## src/logic/riomtl_pkg.sv

```systemverilog
// Shared constants and types for the remote I/O master table loader.
`default_nettype none
package riomtl_pkg;
	// ---------------------------------------------------------------
	// Table layout
	// ---------------------------------------------------------------
	localparam logic [15:0] DEFAULT_TABLE_BASE  = 16'h3FC0; // Octal 37700.
	localparam logic [4:0]  TBL_FIRST_SLAVE_IDX = 5'h04;
	localparam logic [4:0]  TBL_LAST_IDX        = 5'h1F;
	localparam logic [5:0]  TBL_WORDS           = 6'h20;
	localparam logic [1:0]  FLD_IN_ADDR         = 2'h0;
	localparam logic [1:0]  FLD_IN_CNT          = 2'h1;
	localparam logic [1:0]  FLD_OUT_ADDR        = 2'h2;
	localparam logic [1:0]  FLD_OUT_CNT         = 2'h3;
	localparam logic [15:0] WORD_RESET          = 16'h0000;
	// ---------------------------------------------------------------
	// Stations and channel limits
	// ---------------------------------------------------------------
	localparam logic [2:0]  MASTER_STATION      = 3'h0;
	localparam logic [2:0]  LAST_STATION        = 3'h7;
	localparam logic [19:0] MAX_CHANNEL_POINTS  = 20'h00800;
	// ---------------------------------------------------------------
	// Timing
	// ---------------------------------------------------------------
	localparam int          CLK_HZ              = 25000000;
	localparam int          BAUD_LOW            = 19200;
	localparam int          BAUD_HIGH           = 38400;
	localparam logic [10:0] DIV_LOW_CNT         = 11'(CLK_HZ / BAUD_LOW - 1);
	localparam logic [10:0] DIV_HIGH_CNT        = 11'(CLK_HZ / BAUD_HIGH - 1);
	localparam logic [3:0]  POLL_BITS_LAST      = 4'hA;
	// ---------------------------------------------------------------
	// Types
	// ---------------------------------------------------------------
	typedef logic [15:0] riomtl_word_type;
	typedef enum logic [2:0] {
		MST_WAIT_SETUP = 3'b000,
		MST_LOAD_REQ   = 3'b001,
		MST_LOAD_WAIT  = 3'b010,
		MST_CHECK      = 3'b011,
		MST_POLL       = 3'b100,
		MST_HALT       = 3'b101
	} riomtl_mst_state_type;
	typedef enum logic [1:0] {
		SET_FILL = 2'b00,
		SET_ZERO = 2'b01,
		SET_DONE = 2'b10
	} riomtl_set_state_type;
endpackage : riomtl_pkg
`default_nettype wire

```

## src/logic/riomtl_if.sv

```systemverilog
// Connection between the master table loader and the setup program side.
`default_nettype none
interface riomtl_if;
	import riomtl_pkg::*;
	logic            rd_req;
	logic [15:0]     rd_addr;
	logic            rd_valid;
	riomtl_word_type rd_data;
	logic            setup_done_relay;
	logic            baud_high;
	logic            poll_strobe;
	logic [2:0]      poll_station;
	logic [2:0]      own_station;
	modport master (
		output rd_req,
		output rd_addr,
		input  rd_valid,
		input  rd_data,
		input  setup_done_relay,
		input  baud_high,
		output poll_strobe,
		output poll_station,
		output own_station
	);
	modport setup (
		input  rd_req,
		input  rd_addr,
		output rd_valid,
		output rd_data,
		output setup_done_relay,
		output baud_high,
		input  poll_strobe,
		input  poll_station,
		input  own_station
	);
endinterface : riomtl_if
`default_nettype wire

```

## src/logic/riomtl_master_end.sv

```systemverilog
// Master end: loads the remote I/O configuration table and polls the slaves it finds.
//
// Summary of operation
// Each slave has a unique station 1-7.
// One master only, always station 0.
// Slaves use the master's selected baud rate.
// Table base comes from port setup address.
// Table is four-word blocks, one per slave.
// First four words reserved; slave 1 follows.
// Block order: in addr, in count, out addr, count.
// Table is always exactly 32 words long.
// Setup program zeroes unused slave blocks.
// Non-zero block means slave present; zero absent.
// Table is loaded only once after powerup.
// Setup program fills table once, before done.
// Polling starts only after setup-done relay.
// Link runs at 19200 or 38400 baud.
// At most seven bases and 2048 points.
// Station n block sits at word 4n.
`default_nettype none
module riomtl_master_end
	import riomtl_pkg::*;
(
	input  wire logic        core_clk,
	input  wire logic        nrst,
	riomtl_if.master         link,
	input  wire logic [15:0] table_base,
	input  wire logic [4:0]  cfg_index,
	output var  logic [15:0] cfg_word,
	output var  logic [6:0]  present_mask,
	output var  logic        loaded,
	output var  logic        cfg_error
);
	// ---------------------------------------------------------------
	// Station search
	// ---------------------------------------------------------------
	// Searching onward from the current station keeps the round robin fair.
	function automatic logic [2:0] riomtl_next_station(
		input logic [6:0] mask,
		input logic [2:0] cur
	);
		logic [2:0] cand;
		logic [2:0] found;
		logic       hit;
		cand  = cur;
		found = cur;
		hit   = 1'b0;
		for (int k = 0; k < 7; k++)
		begin
			cand = (cand == LAST_STATION) ? 3'h1 : cand + 3'h1;
			if (!hit && mask[cand - 3'h1])
			begin
				found = cand;
				hit   = 1'b1;
			end
		end
		return found;
	endfunction : riomtl_next_station

	// ---------------------------------------------------------------
	// Load sequencing
	// ---------------------------------------------------------------
	riomtl_mst_state_type state;
	logic [4:0]           load_idx;
	logic [19:0]          pts_sum;
	riomtl_word_type      cfg_mem [0:31];
	logic [10:0]          div_cnt;
	logic [3:0]           bit_cnt;
	wire  logic [2:0]     load_station;
	wire  logic [1:0]     load_field;
	wire  logic           is_count;
	wire  logic           store;
	wire  logic [10:0]    div_last;
	wire  logic           bit_tick;
	wire  logic           frame_tick;
	wire  logic [2:0]     next_poll;

	assign load_station = load_idx[4:2];
	assign load_field   = load_idx[1:0];
	assign is_count     = (load_field == FLD_IN_CNT) || (load_field == FLD_OUT_CNT);
	// Reads go one at a time, so an answer always belongs to the current index.
	assign store        = (state == MST_LOAD_WAIT) && link.rd_valid;
	assign link.rd_req  = (state == MST_LOAD_REQ);
	assign link.rd_addr = table_base + {11'h000, load_idx};
	assign link.own_station = MASTER_STATION;
	assign div_last     = link.baud_high ? DIV_HIGH_CNT : DIV_LOW_CNT;
	// A baud change in mid-count must not let the divider run past its end.
	assign bit_tick     = (div_cnt >= div_last);
	assign frame_tick   = bit_tick && (bit_cnt == POLL_BITS_LAST);
	assign next_poll    = riomtl_next_station(present_mask, link.poll_station);

	always_ff @(posedge core_clk or negedge nrst)
	begin
		if (!nrst)
		begin
			state        <= MST_WAIT_SETUP;
			load_idx     <= TBL_FIRST_SLAVE_IDX;
			pts_sum      <= 20'h00000;
			present_mask <= 7'h00;
			loaded       <= 1'b0;
			cfg_error    <= 1'b0;
		end
		else
		begin
			case (state)
				MST_WAIT_SETUP:
				begin
					if (link.setup_done_relay)
						state <= MST_LOAD_REQ;
				end
				MST_LOAD_REQ: state <= MST_LOAD_WAIT;
				MST_LOAD_WAIT:
				begin
					if (store)
					begin
						if (link.rd_data != WORD_RESET)
							present_mask[load_station - 3'h1] <= 1'b1;
						if (is_count)
							pts_sum <= pts_sum + {4'h0, link.rd_data};
						if (load_idx == TBL_LAST_IDX)
							state <= MST_CHECK;
						else
						begin
							load_idx <= load_idx + 5'h01;
							state    <= MST_LOAD_REQ;
						end
					end
				end
				MST_CHECK:
				begin
					// A channel over budget is never polled rather than served partly.
					if (pts_sum > MAX_CHANNEL_POINTS)
					begin
						cfg_error <= 1'b1;
						state     <= MST_HALT;
					end
					else
					begin
						loaded <= 1'b1;
						state  <= MST_POLL;
					end
				end
				MST_POLL: state <= MST_POLL;
				MST_HALT: state <= MST_HALT;
				default:  state <= MST_WAIT_SETUP;
			endcase
		end
	end

	// ---------------------------------------------------------------
	// Table copy and readback
	// ---------------------------------------------------------------
	genvar gi;
	generate
		for (gi = 4; gi < 32; gi++)
		begin : g_cfg
			always_ff @(posedge core_clk or negedge nrst)
			begin
				if (!nrst)
					cfg_mem[gi] <= WORD_RESET;
				else if (store && load_idx == 5'(gi))
					cfg_mem[gi] <= link.rd_data;
			end
		end
		// Reserved words read back as zero whatever the setup program left there.
		for (gi = 0; gi < 4; gi++)
		begin : g_rsvd
			assign cfg_mem[gi] = WORD_RESET;
		end
	endgenerate

	always_ff @(posedge core_clk or negedge nrst)
	begin
		if (!nrst)
			cfg_word <= WORD_RESET;
		else
			cfg_word <= cfg_mem[cfg_index];
	end

	// ---------------------------------------------------------------
	// Poll pacing
	// ---------------------------------------------------------------
	always_ff @(posedge core_clk or negedge nrst)
	begin
		if (!nrst)
		begin
			div_cnt           <= 11'h000;
			bit_cnt           <= 4'h0;
			link.poll_strobe  <= 1'b0;
			link.poll_station <= MASTER_STATION;
		end
		else
		begin
			// The divider runs free, so the first poll comes within one frame of loading.
			div_cnt          <= bit_tick ? 11'h000 : div_cnt + 11'h001;
			link.poll_strobe <= 1'b0;
			if (bit_tick)
				bit_cnt <= (bit_cnt == POLL_BITS_LAST) ? 4'h0 : bit_cnt + 4'h1;
			if (state == MST_POLL && frame_tick && present_mask != 7'h00)
			begin
				link.poll_strobe  <= 1'b1;
				link.poll_station <= next_poll;
			end
		end
	end
endmodule : riomtl_master_end
`default_nettype wire

```

## src/flat_wrapper.sv

```systemverilog
// flat-port wrapper written by rule: the top's interface ports become plain ports
module riomtl_master_end_flat import riomtl_pkg::*;
  (core_clk, nrst, table_base, cfg_index, cfg_word, present_mask, loaded, cfg_error, link_rd_req, link_rd_addr, link_rd_valid, link_rd_data, link_setup_done_relay, link_baud_high, link_poll_strobe, link_poll_station, link_own_station);
  riomtl_if link_i ();
  input  wire logic core_clk;
  input  wire logic nrst;
  input  wire logic [15:0] table_base;
  input  wire logic [4:0] cfg_index;
  output var  logic [15:0] cfg_word;
  output var  logic [6:0] present_mask;
  output var  logic loaded;
  output var  logic cfg_error;
  output wire logic [$bits(link_i.rd_req)-1:0] link_rd_req;
  output wire logic [$bits(link_i.rd_addr)-1:0] link_rd_addr;
  input wire logic [$bits(link_i.rd_valid)-1:0] link_rd_valid;
  input wire logic [$bits(link_i.rd_data)-1:0] link_rd_data;
  input wire logic [$bits(link_i.setup_done_relay)-1:0] link_setup_done_relay;
  input wire logic [$bits(link_i.baud_high)-1:0] link_baud_high;
  output wire logic [$bits(link_i.poll_strobe)-1:0] link_poll_strobe;
  output wire logic [$bits(link_i.poll_station)-1:0] link_poll_station;
  output wire logic [$bits(link_i.own_station)-1:0] link_own_station;
  assign link_rd_req = link_i.rd_req;
  assign link_rd_addr = link_i.rd_addr;
  assign link_i.rd_valid = link_rd_valid;
  assign link_i.rd_data = link_rd_data;
  assign link_i.setup_done_relay = link_setup_done_relay;
  assign link_i.baud_high = link_baud_high;
  assign link_poll_strobe = link_i.poll_strobe;
  assign link_poll_station = link_i.poll_station;
  assign link_own_station = link_i.own_station;
  riomtl_master_end u_core (.core_clk(core_clk), .nrst(nrst), .link(link_i), .table_base(table_base), .cfg_index(cfg_index), .cfg_word(cfg_word), .present_mask(present_mask), .loaded(loaded), .cfg_error(cfg_error));
endmodule
```

## config.mk

```make
export PLATFORM = sky130hd
export DESIGN_NAME = riomtl_master_end_flat
export DESIGN_NICKNAME = d
export VERILOG_FILES = /design/src/logic/riomtl_pkg.sv /design/src/logic/riomtl_if.sv /design/src/logic/riomtl_master_end.sv /design/src/flat_wrapper.sv
export SDC_FILE = /design/constraint.sdc
export NUM_CORES = 1
export LEC_CHECK = 0
export BUFFER_PORTS_ARGS = -buffer_cell sky130_fd_sc_hd__buf_2
export CELL_PAD_IN_SITES_DETAIL_PLACEMENT = 0
export CELL_PAD_IN_SITES_GLOBAL_PLACEMENT = 1
export CORE_MARGIN = 4
export CORE_UTILIZATION = 56
export CTS_CLUSTER_DIAMETER = 60
export DETAILED_ROUTE_END_ITERATION = 8
export PLACE_DENSITY = 0.93
export RECOVER_POWER = 25
export SLEW_MARGIN = 20
export SYNTH_ARGS = -nofsm -noshare
export SYNTH_HDL_FRONTEND = slang
export SYNTH_SLANG_ARGS = --single-unit
```

## constraint.sdc

```tcl
create_clock -name core_clk -period 8.07 [get_ports core_clk]
set_clock_uncertainty 0.2 [all_clocks]
set_input_delay 0.4035 -clock core_clk [delete_from_list [all_inputs] [get_ports core_clk]]
set_output_delay 0.4035 -clock core_clk [all_outputs]
set_load 0.005 [all_outputs]
```

==> summary by stage <==
Clocking
The tree built by TritonCTS fans out to 520 sinks. The H-tree was split into 2 levels. The insertion delay to the later sink of the worst-skew pair is 0.62 ns.

The register clock-pin slew on the reported worst setup and hold paths is 0.06 ns. After clock tree synthesis, the repair step resized 0 gates. The TritonCTS clock tree is yes. The tree is rooted in a clkbuf_16.

The maximum number of buffers from clock root to sink is 3. Post-CTS timing repair inserted 0 buffers for setup. The number of CTS-inserted buffers is 52.

Global route
Global routing finished with a remaining overflow of 0. The largest net degree at the start of global routing is 189. The via count of the first global-routing pass is 17500.

Across every metal layer, demand over resource in global routing totals 24.8%. The number of antenna violations at the first check in global routing is 3. The first global-routing pass estimated 97500 um of wire.

Worst setup path
The worst setup path is of the flop to flop kind. STA classifies the critical path startpoint as a flop. The worst setup path is captured at a flop. The maximum fanout encountered on the critical timing path is 23. The worst endpoint data arrival time is 6.28 ns. STA puts the critical path data required time at 8.37 ns.

Synth
For this run, the register share of the synthesized area comes to 50.3%. Yosys printed 0 warnings. After technology mapping, the gate count stands at 1910.

The number of synthesized flops with an enable pin is 0. The cell area after synthesis is 25900 um2. The mean instance size in the synthesized netlist is 13.6 um2. In this run, distinct cell masters in the synthesized netlist total 73.

The most used flip-flop cell after synthesis is dfrtp_1. The number of flip-flops and latches in the synthesized netlist is 520. Of all flip-flops after synthesis, the portion carrying an async set or reset was 100%.

Final layout
Of the cells placed in the final design, the portion with a size suffix greater than 1 is 38.4%. In the final layout, the multi-input gates occupy 12100 um2. The repair_antennas step left the layout with diodes totalling 0. Compared with the post-synthesis result, the final layout area differs by 9.79%. The total area of sequential cells is 13000 um2. The filler cell count is 3277. The core occupancy in the finished layout is 62.4%. For this run, the post-layout net count is 2016.

Run
The tool flagged a number of max-cap violations equal to 3.

Detailed routing
The routed length per instance is 24.0 um. The post-detailed-route DRC marker count is 0. The final layout contains routed wiring with a total length of 61600 um. The pre-antenna-repair detailed-routing pass consisted of 5 iterations.

In the routed layout, each cell is associated on average with a via count of 6.35. The post-route antenna net violation count is 0. The detailed router finished its first iteration with 1313 violations. The detailed-route via count is 16300.

Timing
Derived from the worst setup path, the maximum achievable clock frequency is 0.167 GHz. The number of hold violations in the final report was 0. Setup slack closes at 2.09 ns. The final critical path takes up 74.1% of the cycle. Subtracting the final worst setup slack from the clock period gives 5.98 ns.

Setup repair after global routing left no endpoint under its margin. The max-slew violation count was 175. The worst pin sits at a relative slew slack of -146%. Summed over all failing endpoints, the final setup total negative slack is 0 ns. Setup violations remaining at the end of the flow were counted as 0. The transition at the pin with the smallest max-transition slack is 3.69 ns.

Pwr
The power per unit of standard cell area is 301 nW/um2. The static power due to leakage is 13.6 nW. Across the VDD grid, the largest voltage drop is 0.000306 V.

Floorplanning
The chip height is 223 um. The boundary pin count is 91. The area of the core is 45600 um2.

The area of the die is 49700 um2. The floorplan step set the die width to 223 um. The starting utilization of the core area is 56.8%.

The placement row count is 78.

Placement
Detailed placement ended at an HPWL of 37400 um. The worst setup slack before clock tree synthesis is 2.17 ns. The weighted congestion reported at the end of routability-driven placement is 0.841.

In this run the tool buffered the top-level ports with 87 buffer cells.

Status
The checks that failed: capacitance limit, slew limit. The flow ran to the end, but the final reports show violations.

Worst hold path
The path class of the tightest hold or removal check is input pin to flop.
-- layer usage --
layer / up-vias / wire (um) / track usage [%]
met5: - / 0 / 0
met4: 0 / 1960 / 8.53
met3: 133 / 3550 / 4.57
met2: 493 / 30600 / 41.6
met1: 8568 / 25600 / 32.8
li1: 7088 / - / -
-- synthesized netlist by cell type (all sizes together) (4+ instances only) --
master	count	area [um2]
a211oi	7	65.1
o21bai	10	75.1
inv	46	175
o21a	5	37.5
xor2	19	166
buf	24	115
nor3b	4	30.0
nor4b	4	35.0
mux2i	18	193
o211ai	5	37.5
nand2b	15	93.8
a22o	4	35.0
a221oi	18	158
a2111oi	5	43.8
nand3	30	155
mux2	441	4970
ha	53	663
nor2	39	151
nor2b	9	63.8
o311ai	5	43.8
o21ai	61	305
nor4	14	87.6
a21oi	41	213
nand2	113	427
nand4	8	50.1
clkbuf	127	477
dfrtp	519	13000
and2	8	50.1
o221ai	4	35.0
or3	6	37.5
nor3	13	65.1
or2	4	25.0
a21o	11	82.6
xnor2	24	210
mux4	133	3000
and3	15	93.8
o31ai	7	52.6
a31oi	4	25.0
-- metrics by stage --
| step | cell area (um2) | std cells | hold WS, ns | power (mW) |
|---|---|---|---|---|
| 2_1_floorplan | 25900 | 1912 | -0.0921 | 5.39 |
| 3_3_place_gp | 26600 | 2461 | 0.247 | 6.00 |
| 3_5_place_dp | 26600 | 2461 | 0.253 | 6.11 |
| 4_1_cts | 28400 | 2562 | 0.172 | 8.59 |
| 5_1_grt | 28400 | 2563 | 0.208 | 9.02 |
| 6_report | 28400 | 2563 | 0.222 | 8.57 |
-- logic make-up after synthesis --
family	share of synthesized area (%)
AOI/OAI and AO/OA	5.48
xor gates and xnor gates	1.46
adders and majority gates	2.72
buffers and inverters	2.98
DFF	50.3
muxes	31.5
other	0.0145
and+or+nand+nor	5.58
-- flip-flops by register name, indices dropped and copies added (netlist names), 3 cells and up --
register	cells
u_core.load_idx	5
u_core.cfg_word	16
u_core.bit_cnt	4
u_core.cfg_mem	448
u_core.present_mask	7
u_core.state	3
u_core.link.poll_station	3
u_core.div_cnt	11
u_core.pts_sum	20
-- worst max-delay path, cell delays in order, from the launching register on --
cell and delay [ns]:
dfrtp_1 0.47, ha_1 0.19, ha_1 0.48, nand2b_1 0.23, inv_1 0.06, ha_1 0.22
ha_1 0.26, nor2_2 0.31, nand2_2 0.14, ha_1 0.84, clkinv_1 0.55, a221oi_1 0.42
o31a_1 0.18, o211a_1 0.24, o22ai_1 0.21, a2111oi_0 0.58, o21ai_0 0.19, o221ai_1 0.11
-- report_power, final --
part,leakage [nW],internal (mW),switching (mW)
combinational,5.67,1.26,1.37
clock,0.862,1.41,1.06
sequential,7.05,3.09,0.377
-- placed cells by master (no fill, tap or decap), types with 5 or more instances in the layout --
cell,synthesis,layout
dfrtp_1,519,519
mux2_2,441,441
mux4_2,133,133
nand2_1,112,110
buf_2,5,64
o21ai_0,59,60
ha_1,53,53
clkbuf_16,0,53
inv_1,45,45
a21oi_1,39,39
nor2_1,37,37
clkbuf_1,127,37
nand3_1,29,27
xnor2_1,24,24
xor2_1,19,19
a221oi_1,18,18
mux2i_1,17,17
clkbuf_8,0,17
and3_1,15,15
nand2b_1,15,15
nor4_1,14,14
nor3_1,13,13
a21o_1,11,11
o21bai_1,10,10
buf_4,5,10
nor2b_1,8,8
nand4_1,8,8
o31ai_1,7,7
and2_1,7,6
or3_1,6,6
a211oi_1,6,6
clkinv_2,0,6
a2111oi_0,5,5
o311ai_0,5,5
o211ai_1,5,5
o21a_1,5,5
-- final cells by class --
| class | instances | share of cell area (%) |
|---|---|---|
| clock buffers | 83 | 5.66 |
| well taps | 600 | 2.64 |
| clock inverters | 15 | 0.599 |
| multi-input cells | 1194 | 42.7 |
| flip-flops and latches | 520 | 45.8 |
| repair buffers | 104 | 2.02 |
| inverters | 47 | 0.630 |
-- worst paths after layout --
kind / endpoint / cells past startpoint / slack, ns / from
min reg2reg: u_core.loaded / 1 / 0.27 / u_core.loaded
min: u_core.cfg_word[11] / 2 / 0.22 / cfg_index[4]
max: u_core.link.poll_station[1] / 17 / 2.09 / u_core.link.poll_station[0]
max reg2reg: u_core.link.poll_station[1] / 17 / 2.09 / u_core.link.poll_station[0]
max in group asynchronous: u_core.cfg_mem[72] / 4 / 2.12 / nrst
min in group asynchronous: u_core.pts_sum[19] / 2 / 0.76 / nrst
-- repair_timing --
| action | in CTS | in global routing |
|---|---|---|
| endpoints found under the hold margin | 124 | 0 |
| setup endpoints to repair | 0 | 0 |
| hold buffers | 3 | 0 |
Power figures use the tool's default switching activity.
